--- config.mk ---
export PLATFORM = sky130hd
export DESIGN_NAME = charger_setpoint_decoder
export DESIGN_NICKNAME = d
export VERILOG_FILES = /design/src/charger_pkg.sv /design/src/setpoint_if.sv /design/src/smbus_word_slave.sv /design/src/charger_setpoint_decoder.sv
export SDC_FILE = /design/constraint.sdc
export NUM_CORES = 1
export LEC_CHECK = 0
export BUFFER_PORTS_ARGS = -buffer_cell sky130_fd_sc_hd__buf_2
export CAP_MARGIN = 20
export CORE_ASPECT_RATIO = 1.2
export CORE_MARGIN = 3
export CORE_UTILIZATION = 47
export CTS_CLUSTER_DIAMETER = 30
export CTS_CLUSTER_SIZE = 40
export DETAILED_ROUTE_END_ITERATION = 7
export GPL_ROUTABILITY_DRIVEN = 1
export PLACE_DENSITY = 0.67
export SYNTH_ARGS = -nofsm -noshare
export SYNTH_HDL_FRONTEND = slang
export SYNTH_SLANG_ARGS = --single-unit
--- constraint.sdc ---
create_clock -name clk_i -period 6.5 [get_ports clk_i]
set_input_delay 0.325 -clock clk_i [delete_from_list [all_inputs] [get_ports clk_i]]
set_output_delay 0.325 -clock clk_i [all_outputs]
set_load 0.02 [all_outputs]
--- src/charger_pkg.sv ---
// constants, encodings and types shared by the setpoint decoder files
package charger_pkg;
  localparam logic [6:0] SLAVE_ADDR = 7'h09;
  localparam logic [7:0] CMD_CHG_CURRENT = 8'h14;
  localparam logic [7:0] CMD_CHG_VOLTAGE = 8'h15;
  localparam logic [7:0] CMD_INPUT_LIMIT = 8'h3f;
  localparam int V_DROP_BITS = 4;
  localparam int V_DAC_W = 11;
  localparam int I_DROP_BITS = 7;
  localparam int I_DAC_W = 6;
  localparam logic [15:0] V_MAX_MV = 16'h4b00;
  localparam logic [15:0] V_MIN_MV = 16'h0400;
  localparam logic [15:0] I_MAX_MA = 16'h1f80;
  localparam logic [15:0] I_MIN_MA = 16'h0080;
  localparam logic [15:0] IN_MAX_MA = 16'h2afc;
  localparam logic [15:0] IN_MIN_MA = 16'h0100;
  localparam logic [15:0] CHG_VOLTAGE_POR = 16'h0000;
  localparam logic [15:0] CHG_CURRENT_POR = 16'h0080;
  localparam logic [15:0] INPUT_LIMIT_POR = 16'h0100;
  localparam logic [15:0] UV_ENTER_MV = 16'h09c4;
  localparam logic [15:0] UV_EXIT_MV = 16'h0a8c;
  localparam logic [5:0] UV_CURRENT_CODE = 6'h01;
  localparam logic [14:0] LIMIT_GAIN = 15'h0005;
  localparam logic [3:0] BITS_PER_BYTE = 4'h8;
  localparam logic [3:0] ACK_SLOT = 4'h9;
  localparam int CLK_PERIOD_NS = 25;
  localparam int THROTTLE_STEP_NS = 1000;
  localparam int THROTTLE_CYC = THROTTLE_STEP_NS / CLK_PERIOD_NS;
  localparam int THR_CNT_W = 6;
  localparam int MV_W = 12;
  localparam int WIDE_W = 16;
  localparam logic [15:0] RELEARN_END_MV = 16'h2328;

  typedef enum logic [5:0] {
    PH_IDLE = 6'b000001,
    PH_ADDR = 6'b000010,
    PH_CMD = 6'b000100,
    PH_LO = 6'b001000,
    PH_HI = 6'b010000,
    PH_WAIT = 6'b100000
  } phase_t;

  typedef enum logic [2:0] {
    LOOP_CURRENT = 3'b001,
    LOOP_VOLTAGE = 3'b010,
    LOOP_INPUT = 3'b100
  } loop_t;

  typedef enum logic [2:0] {
    RL_IDLE = 3'b001,
    RL_DISCHARGE = 3'b010,
    RL_RECHARGE = 3'b100
  } relearn_t;
endpackage

--- src/setpoint_if.sv ---
// completed write-word transfers passed from the bus slave to the setpoint logic
interface setpoint_if;
  logic word_valid;
  logic [7:0] cmd;
  logic [15:0] data;
  logic ack;
  modport slave (output word_valid, output cmd, output data, output ack);
  modport sink (input word_valid, input cmd, input data, input ack);
endinterface

--- src/smbus_word_slave.sv ---
// two-wire write-word slave: receives address, command and two data bytes
module smbus_word_slave (
  input wire logic clk_i,
  input wire logic rstn_i,
  input wire logic scl_i,
  input wire logic sda_i,
  setpoint_if.slave sp
);
  logic [2:0] scl_s_r, sda_s_r;
  logic scl_f_r, sda_f_r, scl_new, sda_new;
  logic rise, fall, start, stop;
  charger_pkg::phase_t phase_r, phase_nxt;
  logic [3:0] cnt_r, cnt_nxt;
  logic [7:0] sh_r, sh_nxt, cmd_r, cmd_nxt;
  logic [15:0] data_r, data_nxt;
  logic ack_r, ack_nxt, full_r, full_nxt, valid_r, valid_nxt;

  always_ff @(posedge clk_i or negedge rstn_i) begin
    if (!rstn_i) begin
      scl_s_r <= 3'h7;
      sda_s_r <= 3'h7;
      scl_f_r <= 1'b1;
      sda_f_r <= 1'b1;
    end else begin
      scl_s_r <= {scl_s_r[1:0], scl_i};
      sda_s_r <= {sda_s_r[1:0], sda_i};
      scl_f_r <= scl_new;
      sda_f_r <= sda_new;
    end
  end

  always_comb begin
    scl_new = (scl_s_r[1] == scl_s_r[2]) ? scl_s_r[2] : scl_f_r;
    sda_new = (sda_s_r[1] == sda_s_r[2]) ? sda_s_r[2] : sda_f_r;
    rise = scl_new & ~scl_f_r;
    fall = ~scl_new & scl_f_r;
    start = scl_f_r & scl_new & sda_f_r & ~sda_new;
    stop = scl_f_r & scl_new & ~sda_f_r & sda_new;
    phase_nxt = phase_r;
    cnt_nxt = cnt_r;
    sh_nxt = sh_r;
    cmd_nxt = cmd_r;
    data_nxt = data_r;
    ack_nxt = ack_r;
    full_nxt = full_r;
    valid_nxt = 1'b0;
    if (start) begin
      phase_nxt = charger_pkg::PH_ADDR;
      cnt_nxt = 4'h0;
      ack_nxt = 1'b0;
      full_nxt = 1'b0;
    end else if (stop) begin
      valid_nxt = full_r;
      phase_nxt = charger_pkg::PH_IDLE;
      cnt_nxt = 4'h0;
      ack_nxt = 1'b0;
      full_nxt = 1'b0;
    end else if (phase_r != charger_pkg::PH_IDLE) begin
      if (rise && cnt_r < charger_pkg::BITS_PER_BYTE) begin
        sh_nxt = {sh_r[6:0], sda_new};
        cnt_nxt = cnt_r + 4'h1;
      end else if (fall && cnt_r == charger_pkg::BITS_PER_BYTE) begin
        cnt_nxt = charger_pkg::ACK_SLOT;
        case (phase_r)
          charger_pkg::PH_ADDR: ack_nxt = (sh_r == {charger_pkg::SLAVE_ADDR, 1'b0});
          charger_pkg::PH_CMD: begin
            cmd_nxt = sh_r;
            ack_nxt = (sh_r == charger_pkg::CMD_CHG_CURRENT) ||
                      (sh_r == charger_pkg::CMD_CHG_VOLTAGE) ||
                      (sh_r == charger_pkg::CMD_INPUT_LIMIT);
          end
          charger_pkg::PH_LO: begin
            data_nxt[7:0] = sh_r;
            ack_nxt = 1'b1;
          end
          charger_pkg::PH_HI: begin
            data_nxt[15:8] = sh_r;
            ack_nxt = 1'b1;
          end
          default: begin
            ack_nxt = 1'b0;
            full_nxt = 1'b0;
          end
        endcase
      end else if (fall && cnt_r == charger_pkg::ACK_SLOT) begin
        cnt_nxt = 4'h0;
        ack_nxt = 1'b0;
        full_nxt = ack_r && (phase_r == charger_pkg::PH_HI);
        if (!ack_r) begin
          phase_nxt = charger_pkg::PH_IDLE;
        end else begin
          case (phase_r)
            charger_pkg::PH_ADDR: phase_nxt = charger_pkg::PH_CMD;
            charger_pkg::PH_CMD: phase_nxt = charger_pkg::PH_LO;
            charger_pkg::PH_LO: phase_nxt = charger_pkg::PH_HI;
            default: phase_nxt = charger_pkg::PH_WAIT;
          endcase
        end
      end
    end
  end

  always_ff @(posedge clk_i or negedge rstn_i) begin
    if (!rstn_i) begin
      phase_r <= charger_pkg::PH_IDLE;
      cnt_r <= 4'h0;
      sh_r <= 8'h00;
      cmd_r <= 8'h00;
      data_r <= 16'h0000;
      ack_r <= 1'b0;
      full_r <= 1'b0;
      valid_r <= 1'b0;
    end else begin
      phase_r <= phase_nxt;
      cnt_r <= cnt_nxt;
      sh_r <= sh_nxt;
      cmd_r <= cmd_nxt;
      data_r <= data_nxt;
      ack_r <= ack_nxt;
      full_r <= full_nxt;
      valid_r <= valid_nxt;
    end
  end

  assign sp.word_valid = valid_r;
  assign sp.cmd = cmd_r;
  assign sp.data = data_r;
  assign sp.ack = ack_r;
endmodule // smbus_word_slave

--- src/charger_setpoint_decoder.sv ---
// setpoint decoder of a smart battery charger: bus words to DAC codes and loop control
//
// What this block does
// - voltage word is millivolts; drop low 4 bits, next 11 bits drive voltage DAC
// - voltage requests above 19.200V are clamped to exactly 19.200V
// - voltage requests below 1.024V force a zero setpoint and stop charging
// - current word is 1mA per step; drop low 7 bits, next 6 drive current DAC
// - current requests above 8.064A saturate at 8.064A
// - current requests from 1mA to 128mA give a 128mA setting
// - after reset the charge-current setpoint is 128mA until rewritten
// - input word is 1mA per step; drop low 7 bits, next 6 drive input DAC
// - input-limit requests above 11.004A saturate at 11.004A
// - input-limit requests from 1mA to 256mA give a 256mA setting
// - after reset the input-limit setpoint is 256mA until rewritten
// - effective voltage is the lesser of setpoint and five times the voltage limit input
// - effective current is the lesser of setpoint and five amperes per volt of limit input
// - current loop governs below the voltage setpoint, voltage loop once reached
// - input loop takes over above the input limit and lowers charge current
// - system source chosen from adapter presence via load and source switch drives
// - relearn on request: isolate battery, discharge through load, then recharge
// - battery below 2.5V caps current at 128mA, word kept; resumes above 2.7V
// - device answers only at bus address 0b0001001
module charger_setpoint_decoder #(
  parameter logic [15:0] RELEARN_END_MV = charger_pkg::RELEARN_END_MV
) (
  input wire logic clk_i,
  input wire logic rstn_i,
  input wire logic scl_i,
  input wire logic sda_i,
  output logic sda_o,
  output logic sda_oe_o,
  input wire logic [11:0] max_voltage_limit_in_i,
  input wire logic [11:0] max_current_limit_in_i,
  input wire logic [15:0] battery_sense_in_i,
  input wire logic [15:0] input_current_meas_i,
  input wire logic adapter_supply_in_i,
  input wire logic relearn_req_i,
  output logic [10:0] voltage_dac_o,
  output logic [5:0] charge_dac_o,
  output logic [5:0] input_dac_o,
  output logic voltage_loop_comp_o,
  output logic charge_loop_comp_o,
  output logic input_loop_comp_o,
  output logic load_switch_drive_o,
  output logic source_switch_drive_o,
  output logic relearn_active_o,
  output logic battery_low_o
);
  localparam int SW = 2 * charger_pkg::MV_W + 2 * charger_pkg::WIDE_W + 2;

  setpoint_if sp ();
  smbus_word_slave u_slave (
    .clk_i(clk_i),
    .rstn_i(rstn_i),
    .scl_i(scl_i),
    .sda_i(sda_i),
    .sp(sp.slave)
  );

  // three-stage synchronisers; a bit changes once stages two and three agree
  logic [SW-1:0] raw;
  wire logic [SW-1:0] filt_w;
  assign raw = {max_voltage_limit_in_i, max_current_limit_in_i, battery_sense_in_i,
                input_current_meas_i, adapter_supply_in_i, relearn_req_i};
  genvar g;
  generate
    for (g = 0; g < SW; g++) begin : g_sync
      logic s1_r, s2_r, s3_r, filt_r;
      always_ff @(posedge clk_i or negedge rstn_i) begin
        if (!rstn_i) begin
          s1_r <= 1'b0;
          s2_r <= 1'b0;
          s3_r <= 1'b0;
          filt_r <= 1'b0;
        end else begin
          s1_r <= raw[g];
          s2_r <= s1_r;
          s3_r <= s2_r;
          filt_r <= (s2_r == s3_r) ? s3_r : filt_r;
        end
      end
      assign filt_w[g] = filt_r;
    end
  endgenerate
  logic [11:0] max_voltage_limit_in_f, max_current_limit_in_f;
  logic [15:0] battery_sense_in_f, inmeas_f;
  logic adapter_f, req_f;
  assign {max_voltage_limit_in_f, max_current_limit_in_f, battery_sense_in_f, inmeas_f, adapter_f, req_f} = filt_w;

  // setpoint words, stored already clamped
  logic [15:0] v_word_r, v_word_nxt, i_word_r, i_word_nxt, in_word_r, in_word_nxt;
  logic [15:0] d;
  always_comb begin
    d = sp.data;
    v_word_nxt = v_word_r;
    i_word_nxt = i_word_r;
    in_word_nxt = in_word_r;
    if (sp.word_valid) begin
      case (sp.cmd)
        charger_pkg::CMD_CHG_VOLTAGE: begin
          if (d > charger_pkg::V_MAX_MV) v_word_nxt = charger_pkg::V_MAX_MV;
          else if (d < charger_pkg::V_MIN_MV) v_word_nxt = 16'h0000;
          else v_word_nxt = d;
        end
        charger_pkg::CMD_CHG_CURRENT: begin
          if (d > charger_pkg::I_MAX_MA) i_word_nxt = charger_pkg::I_MAX_MA;
          else if (d == 16'h0000) i_word_nxt = 16'h0000;
          else if (d <= charger_pkg::I_MIN_MA) i_word_nxt = charger_pkg::I_MIN_MA;
          else i_word_nxt = d;
        end
        charger_pkg::CMD_INPUT_LIMIT: begin
          if (d > charger_pkg::IN_MAX_MA) in_word_nxt = charger_pkg::IN_MAX_MA;
          else if (d <= charger_pkg::IN_MIN_MA) in_word_nxt = charger_pkg::IN_MIN_MA;
          else in_word_nxt = d;
        end
        default: v_word_nxt = v_word_r;
      endcase
    end
  end
  always_ff @(posedge clk_i or negedge rstn_i) begin
    if (!rstn_i) begin
      v_word_r <= charger_pkg::CHG_VOLTAGE_POR;
      i_word_r <= charger_pkg::CHG_CURRENT_POR;
      in_word_r <= charger_pkg::INPUT_LIMIT_POR;
    end else begin
      v_word_r <= v_word_nxt;
      i_word_r <= i_word_nxt;
      in_word_r <= in_word_nxt;
    end
  end

  // DAC codes: truncation of the dropped low bits
  logic [10:0] v_code, max_voltage_limit_in_code, v_eff;
  logic [5:0] i_code, max_current_limit_in_code, in_code;
  logic [14:0] max_voltage_limit_in_mv, max_current_limit_in_ma;
  logic [15:0] in_lim_ma, v_set_mv;
  always_comb begin
    v_code = v_word_r[charger_pkg::V_DROP_BITS +: charger_pkg::V_DAC_W];
    i_code = i_word_r[charger_pkg::I_DROP_BITS +: charger_pkg::I_DAC_W];
    in_code = (in_word_r[15:13] != 3'h0) ? 6'h3f
              : in_word_r[charger_pkg::I_DROP_BITS +: charger_pkg::I_DAC_W];
    in_lim_ma = {in_word_r[15:7], 7'h00};
    max_voltage_limit_in_mv = 15'(max_voltage_limit_in_f * charger_pkg::LIMIT_GAIN);
    max_current_limit_in_ma = 15'(max_current_limit_in_f * charger_pkg::LIMIT_GAIN);
    max_voltage_limit_in_code = max_voltage_limit_in_mv[14:4];
    max_current_limit_in_code = (max_current_limit_in_ma[14:13] != 2'h0) ? 6'h3f : max_current_limit_in_ma[12:7];
    v_eff = (v_code < max_voltage_limit_in_code) ? v_code : max_voltage_limit_in_code;
    v_set_mv = {1'b0, v_eff, 4'h0};
  end

  // battery undervoltage with hysteresis
  logic uv_r, uv_nxt;
  always_comb begin
    uv_nxt = uv_r;
    if (battery_sense_in_f < charger_pkg::UV_ENTER_MV) uv_nxt = 1'b1;
    else if (battery_sense_in_f > charger_pkg::UV_EXIT_MV) uv_nxt = 1'b0;
  end

  // relearn sequencer and input-loop throttle
  charger_pkg::relearn_t rl_r, rl_nxt;
  charger_pkg::loop_t loop_nxt;
  logic req_d_r, in_over;
  logic [charger_pkg::THR_CNT_W-1:0] div_r, div_nxt;
  logic [5:0] thr_r, thr_nxt, c_lim, c_eff;
  logic tick;
  always_comb begin
    in_over = inmeas_f > in_lim_ma;
    if (in_over) loop_nxt = charger_pkg::LOOP_INPUT;
    else if (v_eff != 11'h000 && battery_sense_in_f >= v_set_mv)
      loop_nxt = charger_pkg::LOOP_VOLTAGE;
    else loop_nxt = charger_pkg::LOOP_CURRENT;
    tick = (div_r == charger_pkg::THR_CNT_W'(charger_pkg::THROTTLE_CYC - 1));
    div_nxt = tick ? '0 : div_r + 1'b1;
    c_lim = (i_code < max_current_limit_in_code) ? i_code : max_current_limit_in_code;
    if (uv_r && c_lim > charger_pkg::UV_CURRENT_CODE)
      c_lim = charger_pkg::UV_CURRENT_CODE;
    thr_nxt = thr_r;
    if (tick && in_over && thr_r < c_lim) thr_nxt = thr_r + 6'h01;
    else if (tick && !in_over && thr_r != 6'h00) thr_nxt = thr_r - 6'h01;
    c_eff = (thr_r < c_lim) ? c_lim - thr_r : 6'h00;
    rl_nxt = rl_r;
    case (rl_r)
      charger_pkg::RL_IDLE: if (req_f && !req_d_r) rl_nxt = charger_pkg::RL_DISCHARGE;
      charger_pkg::RL_DISCHARGE: if (battery_sense_in_f < RELEARN_END_MV) rl_nxt = charger_pkg::RL_RECHARGE;
      charger_pkg::RL_RECHARGE:
        if (loop_nxt == charger_pkg::LOOP_VOLTAGE) rl_nxt = charger_pkg::RL_IDLE;
      default: rl_nxt = charger_pkg::RL_IDLE;
    endcase
    if (rl_r == charger_pkg::RL_DISCHARGE || v_eff == 11'h000) c_eff = 6'h00;
  end
  always_ff @(posedge clk_i or negedge rstn_i) begin
    if (!rstn_i) begin
      uv_r <= 1'b1;
      rl_r <= charger_pkg::RL_IDLE;
      req_d_r <= 1'b0;
      div_r <= '0;
      thr_r <= 6'h00;
    end else begin
      uv_r <= uv_nxt;
      rl_r <= rl_nxt;
      req_d_r <= req_f;
      div_r <= div_nxt;
      thr_r <= thr_nxt;
    end
  end

  // registered outputs
  always_ff @(posedge clk_i or negedge rstn_i) begin
    if (!rstn_i) begin
      sda_o <= 1'b0;
      sda_oe_o <= 1'b0;
      voltage_dac_o <= 11'h000;
      charge_dac_o <= 6'h00;
      input_dac_o <= 6'h00;
      voltage_loop_comp_o <= 1'b0;
      charge_loop_comp_o <= 1'b0;
      input_loop_comp_o <= 1'b0;
      load_switch_drive_o <= 1'b0;
      source_switch_drive_o <= 1'b0;
      relearn_active_o <= 1'b0;
      battery_low_o <= 1'b0;
    end else begin
      sda_o <= 1'b0;
      sda_oe_o <= sp.ack;
      voltage_dac_o <= v_eff;
      charge_dac_o <= c_eff;
      input_dac_o <= in_code;
      voltage_loop_comp_o <= (loop_nxt == charger_pkg::LOOP_VOLTAGE);
      charge_loop_comp_o <= (loop_nxt == charger_pkg::LOOP_CURRENT);
      input_loop_comp_o <= (loop_nxt == charger_pkg::LOOP_INPUT);
      // adapter feeds the system; battery takes over without it or during the relearn discharge phase
      source_switch_drive_o <= adapter_f && rl_r != charger_pkg::RL_DISCHARGE;
      load_switch_drive_o <= !adapter_f || rl_r == charger_pkg::RL_DISCHARGE;
      relearn_active_o <= (rl_r != charger_pkg::RL_IDLE);
      battery_low_o <= uv_r;
    end
  end

  logic [1:0] seen_r;
  always_ff @(posedge clk_i or negedge rstn_i) begin
    if (!rstn_i) seen_r <= 2'b00;
    else if (sp.word_valid && sp.cmd == charger_pkg::CMD_CHG_CURRENT) seen_r[0] <= 1'b1;
    else if (sp.word_valid && sp.cmd == charger_pkg::CMD_INPUT_LIMIT) seen_r[1] <= 1'b1;
  end
endmodule // charger_setpoint_decoder

Word level (Yosys, flattened, before mapping)
Index checks and enable logic that the tools add are counted.
{"block": "classes", "add_sub_neg": 5, "n_mul": 2, "div": 0, "n_lt_le_gt_ge": 16, "eq_ne": 89, "shift": 0, "n_mux": 57, "bitwise_logic": 14, "n_reduce_logical": 45}
{"cell": "$mux 6", "count": 16}
{"cell": "$eq 1x1->1", "count": 60}
{"cell": "$eq 8x5->1 const B", "count": 5}
{"cell": "$mux 13", "count": 3}
{"cell": "$mux 16", "count": 2}
{"cell": "$mul 12x3->15 const B", "count": 2}
{"cell": "$mux 15", "count": 2}
{"cell": "$mux 4", "count": 6}
{"cell": "$mux 1", "count": 19}
{"cell": "$pmux 6 s3", "count": 1}
{"cell": "$reduce_and 6->1", "count": 3}
{"cell": "$eq 8x6->1 const B", "count": 2}
{"cell": "$ge 16x15->1", "count": 1}
{"cell": "$gt 16x12->1 const B", "count": 1}
{"cell": "$gt 16x13->1 const B", "count": 1}
{"cell": "$gt 16x14->1 const B", "count": 1}
{"cell": "$gt 16x15->1 const B", "count": 1}
{"cell": "$gt 16x16->1", "count": 1}
{"cell": "$le 16x8->1 const B", "count": 1}
{"cell": "$le 16x9->1 const B", "count": 1}
{"cell": "$logic_not 16->1", "count": 1}
{"cell": "$lt 16x11->1 const B", "count": 1}
{"cell": "$lt 16x12->1 const B", "count": 1}
{"cell": "$lt 16x14->1 const B", "count": 1}
{"cell": "44 further kinds", "count": 95}
{"block": "word_totals", "regBits": 377, "latch_bits": 0, "ramBits": 0, "rom_bits": 0, "in_bits": 62, "out_inout_bits": 32, "word_cells": 492, "memories": 0}

Longest topological paths before layout
Gate-level depths: netlist of the first run.
{"block": "depth", "word_depth": 11, "depth_mapped": 37, "ltp_nobuf": 37}

Hierarchy
Synthesis of the first run repeated with hierarchy kept, for this count alone.
{"block": "hier_totals", "cells_unflattened": 1081, "hier_area_um2": 14402.6}
{"mod": "charger_setpoint_decoder", "n_inst": 1, "cells_per_inst": 894, "area_each_um2": 12025.3, "seq_area_each_um2": 7662.3}
{"mod": "smbus_word_slave", "n_inst": 1, "cells_per_inst": 187, "area_each_um2": 2377.3, "seq_area_each_um2": 1337.5}

Worst setup path after synthesis of the first run
Ideal clock, no wire load.
{"block": "synth_path", "path_type": "flip-flop to flip-flop", "start": "reg g_sync[36].filt_r", "end": "reg thr_r[5]", "setup_time_ns": 0.081, "arrival_time_ns": 6.224, "required_time_ns": 6.419, "setup_slack_ns": 0.195, "path_stages_with_launch": 36, "path_buffers": 0, "period_less_slack_ns": 6.305, "path_cell_list": "dfrtp_1 -> ha_1 -> ha_1 -> nand4_1 -> a221oi_2 -> o21ai_1 -> o21ai_0 -> nor2_1 -> ha_1 -> a21o_1 -> a21o_1 -> a21oi_1 -> o21a_1 -> a31oi_1 -> o31ai_1 -> a41oi_1 -> nor2_1 -> ha_1 -> inv_1 -> fa_1 -> nand3_1 -> nand2_1 -> a21o_1 -> a21oi_1 -> a31oi_1 -> and2_1 -> nand2_1 -> ha_1 -> a21o_1 -> a21oi_1 -> nor2b_1 -> o21ai_0 -> nand2b_1 -> and3_1 -> o21ai_0 -> xnor2_1"}
{"block": "synth_between", "elab_chain_cells": 11, "elab_cells_between_ends": 12, "cone_classes": "mul: 1; order compare: 3; mux: 4; reduce/logical: 4"}
{"item": "from (decl)", "line_no": "charger_setpoint_decoder.sv:68", "rtl": "logic s1_r, s2_r, s3_r, filt_r;"}
{"item": "from (signal assigned)", "line_no": "charger_setpoint_decoder.sv:79", "rtl": "filt_r <= (s2_r == s3_r) ? s3_r : filt_r;"}
{"item": "$mul 12x3->15 (*)", "line_no": "charger_setpoint_decoder.sv:144", "rtl": "max_current_limit_in_ma = 15'(max_current_limit_in_f * charger_pkg::LIMIT_GAIN);"}
{"item": "$reduce_bool 2->1", "line_no": "charger_setpoint_decoder.sv:146", "rtl": "max_current_limit_in_code = (max_current_limit_in_ma[14:13] != 2'h0) ? 6'h3f : max_current_limit_in_ma[12:7];"}
{"item": "$mux 6 (*)", "line_no": "charger_setpoint_decoder.sv:146"}
{"item": "$lt 6x6->1", "line_no": "charger_setpoint_decoder.sv:174", "rtl": "c_lim = (i_code < max_current_limit_in_code) ? i_code : max_current_limit_in_code;"}
{"item": "$mux 6 (*)", "line_no": "charger_setpoint_decoder.sv:174"}
{"item": "$gt 6x1->1", "line_no": "charger_setpoint_decoder.sv:175", "rtl": "if (uv_r && c_lim > charger_pkg::UV_CURRENT_CODE)"}
{"item": "$logic_and 1x1->1", "line_no": "charger_setpoint_decoder.sv:175"}
{"item": "$mux 6 (*)", "line_no": "charger_setpoint_decoder.sv:175"}
{"item": "$lt 6x6->1 (*)", "line_no": "charger_setpoint_decoder.sv:178", "rtl": "if (tick && in_over && thr_r < c_lim) thr_nxt = thr_r + 6'h01;"}
{"item": "$logic_and 1x1->1 (*)", "line_no": "charger_setpoint_decoder.sv:178"}
{"item": "$mux 6 / $reduce_bool 2->1 (equally long branches)"}
{"item": "to (signal assigned)", "line_no": "charger_setpoint_decoder.sv:203", "rtl": "thr_r <= thr_nxt;"}
{"item": "to (decl)", "line_no": "charger_setpoint_decoder.sv:164", "rtl": "logic [5:0] thr_r, thr_nxt, c_lim, c_eff;"}
Every way passes the cells marked *; elsewhere a longest branch is shown, timed or not.
A chain may end at the register's enable or synchronous reset.

Worst setup path after layout of the first run
{"block": "layout_path", "start": "reg g_sync[38].filt_r", "end": "reg thr_r[5]"}
{"block": "layout_between", "elab_chain_cells": 11, "elab_cells_between_ends": 12, "cone_classes": "mul: 1; order compare: 3; mux: 4; reduce/logical: 4"}
{"item": "from (decl)", "line_no": "charger_setpoint_decoder.sv:68"}
{"item": "from (signal assigned)", "line_no": "charger_setpoint_decoder.sv:79"}
{"item": "$mul 12x3->15 (*)", "line_no": "charger_setpoint_decoder.sv:144"}
{"item": "$reduce_bool 2->1", "line_no": "charger_setpoint_decoder.sv:146"}
{"item": "$mux 6 (*)", "line_no": "charger_setpoint_decoder.sv:146"}
{"item": "$lt 6x6->1", "line_no": "charger_setpoint_decoder.sv:174"}
{"item": "$mux 6 (*)", "line_no": "charger_setpoint_decoder.sv:174"}
{"item": "$gt 6x1->1", "line_no": "charger_setpoint_decoder.sv:175"}
{"item": "$logic_and 1x1->1", "line_no": "charger_setpoint_decoder.sv:175"}
{"item": "$mux 6 (*)", "line_no": "charger_setpoint_decoder.sv:175"}
{"item": "$lt 6x6->1 (*)", "line_no": "charger_setpoint_decoder.sv:178"}
{"item": "$logic_and 1x1->1 (*)", "line_no": "charger_setpoint_decoder.sv:178"}
{"item": "$mux 6 / $reduce_bool 2->1 (equally long branches)"}
Marks and branches as above.

==> results.json, run 1 <==
{
  "min_delay_path_depth": 0,
  "dp_cells": 1515,
  "finalWorstPathRequiredPeriod_ns": 6.56,
  "detail_route.vias_per_cell": 5.10,
  "slew_violations": 0,
  "dp_hpwl_um": 16600,
  "avgRoutedWirePerCell_um": 15.5,
  "initial_core_util_pct": 48.2,
  "yosys.area.top_type_share_pct": 61.7,
  "ys.warnings.count": 0,
  "cts_root_buf": "sky130_fd_sc_hd__clkbuf_16",
  "yosysSeqAreaShare_pct": 64.2,
  "netlist_instances": 1040,
  "setup.worst_path.class": "flop to flop",
  "globalRoute.totalOverflow": 0,
  "timing_hold_violations_final": 0,
  "number_of_global_route_vias_before_repair": 9387,
  "ys_types": 73,
  "syn_avg_cell_area_um2": 13.5,
  "drc_errors": 0,
  "critical_path.n_buffers_inverters": 1,
  "timing.rr.end": "thr_r[5]$_DFFE_PN0P_",
  "synth_most_common_cell": "sky130_fd_sc_hd__dfrtp_1",
  "critical_path.endpoint_type": "flop",
  "asyncSetResetFlopFracSynth_pct": 100,
  "synth_top_cells_by_area": "sky130_fd_sc_hd__dfrtp_1, sky130_fd_sc_hd__ha_1, sky130_fd_sc_hd__maj3_1",
  "n_antenna_cell": 0,
  "violations_in_the_final_reports": "negative setup slack",
  "first_pass_grt_wire_length_um": 45600,
  "synth-seq-cells": 359,
  "route.met2.wl_um": 13200,
  "netlist_area_before_placement_um2": 14000,
  "run_status": "complete, but fails checks",
  "post_route_cells_drive_above_1_share_pct": 26.1,
  "grt_start_max_net_pins": 202,
  "met3_length_um": 1210,
  "dpl_worst_slack_ns": -0.259,
  "crit_required_ns": 6.96,
  "gp_routability_congestion": 0.855,
  "route.vias.total": 8843,
  "row_count": 68,
  "power_frac_seq_pct": 36.9,
  "critical_path.slowest_cell": "sky130_fd_sc_hd__a221oi_4",
  "floorplan_core_area_um2": 29100,
  "h_tree_depth": 3,
  "route.layer.met1.wl_um": 11800,
  "timing.slew.headroom_pct": 30.2,
  "slew_at_the_pin_closest_to_its_max_slew_limit_ns": 1.04,
  "timing.rr.start": "g_sync[38].filt_r$_DFFE_PN0N_",
  "nFillCells": 2138,
  "power.density_cell_area_nw_per_um2": 365,
  "synth_flop_cell": "sky130_fd_sc_hd__dfrtp_1",
  "worstHoldPathType": "flop to flop",
  "timing.hold.ws_ns": 0.337,
  "count_of_flip_flops_with_a_built_in_enable_after_synthesis": 0,
  "route.final.wire_length_um": 26900,
  "grt_antenna_before_repair": 0,
  "clock.fmax_ghz": 0.152,
  "die-area_um2": 32000,
  "layout.cells.non_filler": 1735,
  "switchingPower_mw": 1.62,
  "min_period_over_period_pct": 101,
  "numPortBuffers": 92,
  "vdd_drop_max_v": 0.000220,
  "critPathArrivalTime_ns": 7.02,
  "max_stage_delay_ns": 0.45,
  "fp.dieW_um": 164,
  "routed.top_layer": "met4",
  "final_antenna_net_count": 0,
  "timing.critical_path.max_delay_family": "compound AO/OA/AOI/OAI gates",
  "comb_power_share_pct": 9.7,
  "timing.reg2reg.setup_slack_ns": -0.06,
  "power.clock.fraction_pct": 53.4,
  "boundaryPins": 94,
  "hold_path_startpoint": "g_sync[57].s1_r$_DFF_PN0_",
  "clkSlewWorstSetupHoldPaths_ns": 0.05,
  "clock_tree_from_tritoncts": "built",
  "drtPass1Iterations": 4,
  "rsz0062_at_grt": "true",
  "tns_ns": -0.0601,
  "cap_viol_max_count": 0,
  "timing.reg2reg.worst_path_depth": 37,
  "ctsLongestPathBuffers": 3,
  "setup_viol_count_final": 1,
  "tritoncts.num_buffers": 66,
  "synth_nets": 1191,
  "fin_worst_skew_ns": 0.0267,
  "layout-area-overhead-vs-synth_pct": 32.1,
  "power.leakage_nw": 8.61,
  "worst_hold_end": "g_sync[57].s2_r$_DFF_PN0_",
  "first_iter_violations": 417,
  "crit_path_most_repeated_cell": "sky130_fd_sc_hd__a21o_1",
  "finish.net_count": 1449,
  "switching_share_pct": 24.0,
  "power_report.internal_total_mw": 5.15,
  "fp.dieH_um": 195,
  "numClockSinks": 359,
  "clock_insertion_delay_worst_skew_ns": 0.55,
  "final.setup.worst_slack_ns": -0.0601,
  "critical_path_peak_fanout": 5,
  "report.power.total_mw": 6.77,
  "crit_path_start_kind": "flop",
  "synth_top_cell_by_area": "sky130_fd_sc_hd__dfrtp_1",
  "synthTopCellsByCount": "sky130_fd_sc_hd__dfrtp_1, sky130_fd_sc_hd__ha_1, sky130_fd_sc_hd__nor2_1",
  "grtUsageTotal_pct": 17.4
}
==> worst reg2reg max path: cells and delay by family (launching register included) <==
family          cells  cell delay [ns]
buf+inv             1             0.04
flops               1             0.43
simple gates       12             1.36
compound gates     17             2.93
fa+ha+maj           6             1.56
xor+xnor            1             0.13
==> metal layers <==
metal  track usage (%)  vias to the layer above
met5                 0                        -
met1              22.8                     4356
met2              28.2                      174
li1                  -                     4257
met4              6.96                        0
met3              3.97                       56
==> cell families after synthesis <==
group,share of synthesized area (%)
DFF,64.2
buffers and inverters,1.80
and+or+nand+nor,8.55
adders and majority gates,12.4
muxes,3.33
AOI/OAI and AO/OA,8.38
xor gates and xnor gates,1.37
other,0.0267
==> state kept, by name, indices dropped and copies added, names as in the netlist, 3 cells and up <==
signal and cells:
v_word_r 11, u_slave.scl_s_r 3, rl_r 3, thr_r 6, i_word_r 6, g_sync.s3_r 58, voltage_dac_o 11, u_slave.sh_r 8
u_slave.phase_r 6, u_slave.sp.cmd 8, u_slave.cnt_r 4, div_r 6, g_sync.filt_r 57, g_sync.s2_r 58, u_slave.sp.data 16, input_dac_o 6
u_slave.sda_s_r 3, in_word_r 9, g_sync.s1_r 58, charge_dac_o 6
==> worst max-delay path by stage <==
stage | startpoint | endpoint | slack, ns | depth (start not counted)
floorplan | g_sync[36].filt_r$_DFFE_PN0N_ | thr_r[5]$_DFFE_PN0P_ | 0.20 | 35
global placement | g_sync[36].filt_r$_DFFE_PN0N_ | thr_r[5]$_DFFE_PN0P_ | 0.05 | 37
detailed placement | g_sync[36].filt_r$_DFFE_PN0N_ | thr_r[5]$_DFFE_PN0P_ | -0.26 | 37
CTS | g_sync[38].filt_r$_DFFE_PN0N_ | thr_r[5]$_DFFE_PN0P_ | 0.001 | 37
global route | g_sync[38].filt_r$_DFFE_PN0N_ | thr_r[5]$_DFFE_PN0P_ | -0.40 | 37
finish | g_sync[38].filt_r$_DFFE_PN0N_ | thr_r[5]$_DFFE_PN0P_ | -0.06 | 37
==> cell usage in the layout (no fill, tap or decap), types with 13 or more instances in the layout <==
cell,synthesis,layout
sky130_fd_sc_hd__dlygate4sd3_1,0,61
sky130_fd_sc_hd__dfrtp_1,346,346
sky130_fd_sc_hd__mux2_2,37,37
sky130_fd_sc_hd__inv_1,55,54
sky130_fd_sc_hd__o21ai_0,24,21
sky130_fd_sc_hd__nand4_1,13,13
sky130_fd_sc_hd__buf_2,1,91
sky130_fd_sc_hd__maj3_1,60,60
sky130_fd_sc_hd__nor2_1,62,59
sky130_fd_sc_hd__ha_1,86,81
sky130_fd_sc_hd__a21oi_1,39,36
sky130_fd_sc_hd__nand2_1,48,46
sky130_fd_sc_hd__nand3_1,20,19
sky130_fd_sc_hd__a21o_1,15,15
sky130_fd_sc_hd__clkbuf_16,0,68
sky130_fd_sc_hd__dfstp_2,13,13
sky130_fd_sc_hd__buf_4,1,46
==> per-stage QoR <==
step           utilization (%)  instance area [um^2]
2_1_floorplan                -                 14000
3_3_place_gp              51.6                 15000
3_5_place_dp              51.6                 15000
4_1_cts                   62.9                 18300
5_1_grt                   63.7                 18500
6_report                  63.7                 18500
==> repair_timing <==
action | CTS | global route
pin swaps | 11 | 21
resized for setup | 8 | 30
setup endpoints to repair | 1 | 5
gates cloned | 0 | 0
hold buffers | 61 | 0
buffers inserted | 31 | 7
hold endpoints to repair | 141 | 0
==> power by group through the flow <==
stage               Combinational [mW]  Clock, mW  Sequential [mW]
global route                     0.745       3.80             2.52
finish                           0.658       3.61             2.50
global placement                 0.535          0             2.53
floorplan                        0.382          0             2.50
detailed placement               0.551          0             2.53
CTS                              0.625       3.69             2.50
==> area by class of cell <==
cell class                 count  area [um^2]  share of cell area (%)
inverter                      55          206                    1.11
tap                          385          482                    2.60
timing repair buffer         201         1450                    7.85
multi-input combinational    615         4970                    26.8
sequential                   359         9000                    48.6
clock inverter                42          596                    3.21
clock buffer                  78         1820                    9.82
Note: power is estimated with default switching activity, not from simulation.
==> run 2, diff against run 1 <==
--- a/config.mk
+++ b/config.mk
@@ -7,14 +7,15 @@
 export LEC_CHECK = 0
 export BUFFER_PORTS_ARGS = -buffer_cell sky130_fd_sc_hd__buf_2
 export CAP_MARGIN = 20
+export CELL_PAD_IN_SITES_DETAIL_PLACEMENT = 2
+export CELL_PAD_IN_SITES_GLOBAL_PLACEMENT = 2
 export CORE_ASPECT_RATIO = 1.2
-export CORE_MARGIN = 3
-export CORE_UTILIZATION = 47
+export CORE_UTILIZATION = 38
 export CTS_CLUSTER_DIAMETER = 30
 export CTS_CLUSTER_SIZE = 40
 export DETAILED_ROUTE_END_ITERATION = 7
 export GPL_ROUTABILITY_DRIVEN = 1
-export PLACE_DENSITY = 0.67
+export PLACE_DENSITY_LB_ADDON = 0.1
 export SYNTH_ARGS = -nofsm -noshare
 export SYNTH_HDL_FRONTEND = slang
 export SYNTH_SLANG_ARGS = --single-unit
==> run 2 against run 1 <==
The flow still finishes with violations (negative setup slack). Cell count rose by 6.2%. Sequential cell count did not move. Critical path depth unchanged. Global-route usage up 3.5 points. Count of clock-buffer cells in the layout rose by 10. Non-clock buffer count up 11. Via count increased by 6.1%. Register-to-register slack hardly changed. Sequential share of layout area down 0.90 points. Clock power is 4% higher. Cell area increased by 1.9%. Critical endpoint unchanged.
==> results.json, run 2 (synthesized netlist as in run 1, its figures left out) <==
{
  "run_status": "complete, but fails checks",
  "violations_in_the_final_reports": "negative setup slack",
  "power.density_cell_area_nw_per_um2": 370,
  "critPathArrivalTime_ns": 7.01,
  "final.setup.worst_slack_ns": -0.0539,
  "first_pass_grt_wire_length_um": 60700,
  "grtUsageTotal_pct": 20.9,
  "globalRoute.totalOverflow": 0,
  "power_frac_seq_pct": 36.0,
  "timing_hold_violations_final": 0,
  "power.clock.fraction_pct": 53.7,
  "clock_insertion_delay_worst_skew_ns": 0.60,
  "critical_path.endpoint_type": "flop",
  "clock_tree_from_tritoncts": "built",
  "ctsLongestPathBuffers": 3,
  "n_antenna_cell": 0,
  "grt_start_max_net_pins": 145,
  "slew_at_the_pin_closest_to_its_max_slew_limit_ns": 1.04,
  "clkSlewWorstSetupHoldPaths_ns": 0.05,
  "layout-area-overhead-vs-synth_pct": 34.6,
  "floorplan_core_area_um2": 36100,
  "fin_worst_skew_ns": 0.0221,
  "route.final.wire_length_um": 37300,
  "layout.cells.most_common_list": "sky130_fd_sc_hd__dfrtp_1, sky130_fd_sc_hd__buf_2, sky130_fd_sc_hd__ha_1",
  "h_tree_depth": 3,
  "crit_path_most_repeated_cell": "sky130_fd_sc_hd__a21o_1",
  "post_route_cells_drive_above_1_share_pct": 28.0,
  "setup_viol_count_final": 2,
  "cts_root_buf": "sky130_fd_sc_hd__clkbuf_16",
  "timing.slew.headroom_pct": 30.5,
  "numPortBuffers": 92,
  "crit_path_start_kind": "flop",
  "gp_routability_congestion": 0.809,
  "row_count": 76,
  "switching_share_pct": 26.3,
  "fp.dieW_um": 177,
  "drc_errors": 0,
  "detail_route.vias_per_cell": 5.09,
  "comb_power_share_pct": 10.3,
  "worstHoldPathType": "primary input to async pin",
  "final_antenna_net_count": 0,
  "first_iter_violations": 302,
  "tritoncts.num_buffers": 72,
  "cap_viol_max_count": 0,
  "number_of_global_route_vias_before_repair": 11200,
  "fp.dieH_um": 212,
  "grt_antenna_before_repair": 0,
  "switchingPower_mw": 1.83,
  "final_common_cell": "sky130_fd_sc_hd__dfrtp_1",
  "boundaryPins": 94,
  "min_period_over_period_pct": 101,
  "finalWorstPathRequiredPeriod_ns": 6.55,
  "power.leakage_nw": 8.72,
  "rsz0062_at_grt": "true",
  "dp_hpwl_um": 21400,
  "route.vias.total": 9380,
  "avgRoutedWirePerCell_um": 20.2,
  "critical_path.slowest_cell": "sky130_fd_sc_hd__dfrtp_1",
  "power_report.internal_total_mw": 5.15,
  "biggestRegsByFlops": "g_sync.s1_r: 58 flops, g_sync.s2_r: 58 flops, g_sync.s3_r: 58 flops",
  "clock.fmax_ghz": 0.153,
  "drtPass1Iterations": 4,
  "timing.hold.ws_ns": 0.281,
  "crit_required_ns": 6.96,
  "vdd_drop_max_v": 0.000243,
  "initial_core_util_pct": 38.8,
  "finish.net_count": 1466,
  "slew_violations": 0,
  "max_stage_delay_ns": 0.41,
  "die-area_um2": 37700,
  "numClockSinks": 359,
  "report.power.total_mw": 6.98,
  "setup.worst_path.class": "flop to flop",
  "critical_path_peak_fanout": 7
}
[run 2: cell count changes in the layout (fill, tap and decap cells not counted), sizes merged]
| cell | change |
|---|---|
| bufinv | -4 |
| clkbuf | +9 |
| clkinvlp | -4 |
| inv | +12 |
| buf | +12 |
[run 2: metal layers]
| metal | global-route usage, % | routed length [um] | vias to the layer above |
|---|---|---|---|
| met4 | 11.0 | 1420 | 0 |
| met2 | 37.2 | 20000 | 173 |
| met1 | 23.7 | 14800 | 4836 |
| met3 | 3.72 | 1130 | 92 |
| met5 | 0 | 0 | - |
| li1 | - | - | 4279 |
[run 2: area by class of cell]
class | instances | area [um^2]
timing repair buffer | 212 | 1560
sequential | 359 | 9000
clock buffer | 88 | 1940
tap | 468 | 586
fill | 3380 | 17300
inverter | 55 | 206
multi-input combinational | 615 | 5050
clock inverter | 46 | 542
[run 2: stage by stage]
| stage | cell area (um^2) | utilization (%) | setup slack (ns) | setup TNS (ns) | instances |
|---|---|---|---|---|---|
| 2_1_floorplan | 14000 | - | 0.195 | 0 | 1040 |
| 3_3_place_gp | 15300 | 42.3 | -0.0551 | -0.0551 | 1618 |
| 3_5_place_dp | 15300 | 42.3 | -0.602 | -0.984 | 1618 |
| 4_1_cts | 18700 | 51.8 | -0.00909 | -0.00909 | 1837 |
| 5_1_grt | 18900 | 52.3 | -0.445 | -0.981 | 1843 |
| 6_report | 18900 | 52.3 | -0.0539 | -0.107 | 1843 |
[run 2: worst max-delay path, delay by kind of cell (launching register included)]
family          cells  cell delay [ns]
buf+inv             4             0.54
flops               1             0.41
compound gates     18             2.86
xor+xnor            1             0.17
fa+ha+maj           5             1.37
simple gates        9             1.09
[run 2: power by group through the flow]
stage                     Combinational (mW)  Clock [mW]  Sequential, mW
after floorplan                        0.382           0            2.50
after global placement                 0.578           0            2.53
after detailed placement               0.603           0            2.54
after CTS                              0.687        3.85            2.52
after global routing                   0.808        3.94            2.53
final                                  0.719        3.75            2.51
[run 2: path summary, 6_finish.rpt]
kind	depth (start not counted)	start	endpoint	slack (ns)
min in group clk_i	0	g_sync[11].s1_r$_DFF_PN0_	g_sync[11].s2_r$_DFF_PN0_	0.34
min reg2reg	0	g_sync[11].s1_r$_DFF_PN0_	g_sync[11].s2_r$_DFF_PN0_	0.34
min	2	rstn_i	div_r[5]$_DFF_PN0_	0.28
max in group asynchronous	3	rstn_i	u_slave.cnt_r[3]$_DFFE_PN0P_	4.80
max reg2reg	37	g_sync[38].filt_r$_DFFE_PN0N_	thr_r[5]$_DFFE_PN0P_	-0.05
max	37	g_sync[38].filt_r$_DFFE_PN0N_	thr_r[5]$_DFFE_PN0P_	-0.05
[run 2: what timing repair did]
item                                    in CTS  in global routing
setup buffers                               24                  8
resized for setup                           34                 25
endpoints found under the setup margin       5                  5
hold endpoints to repair                   122                  0
cloned                                       0                  0
pin swaps                                   26                 34
hold buffers                                61                  0
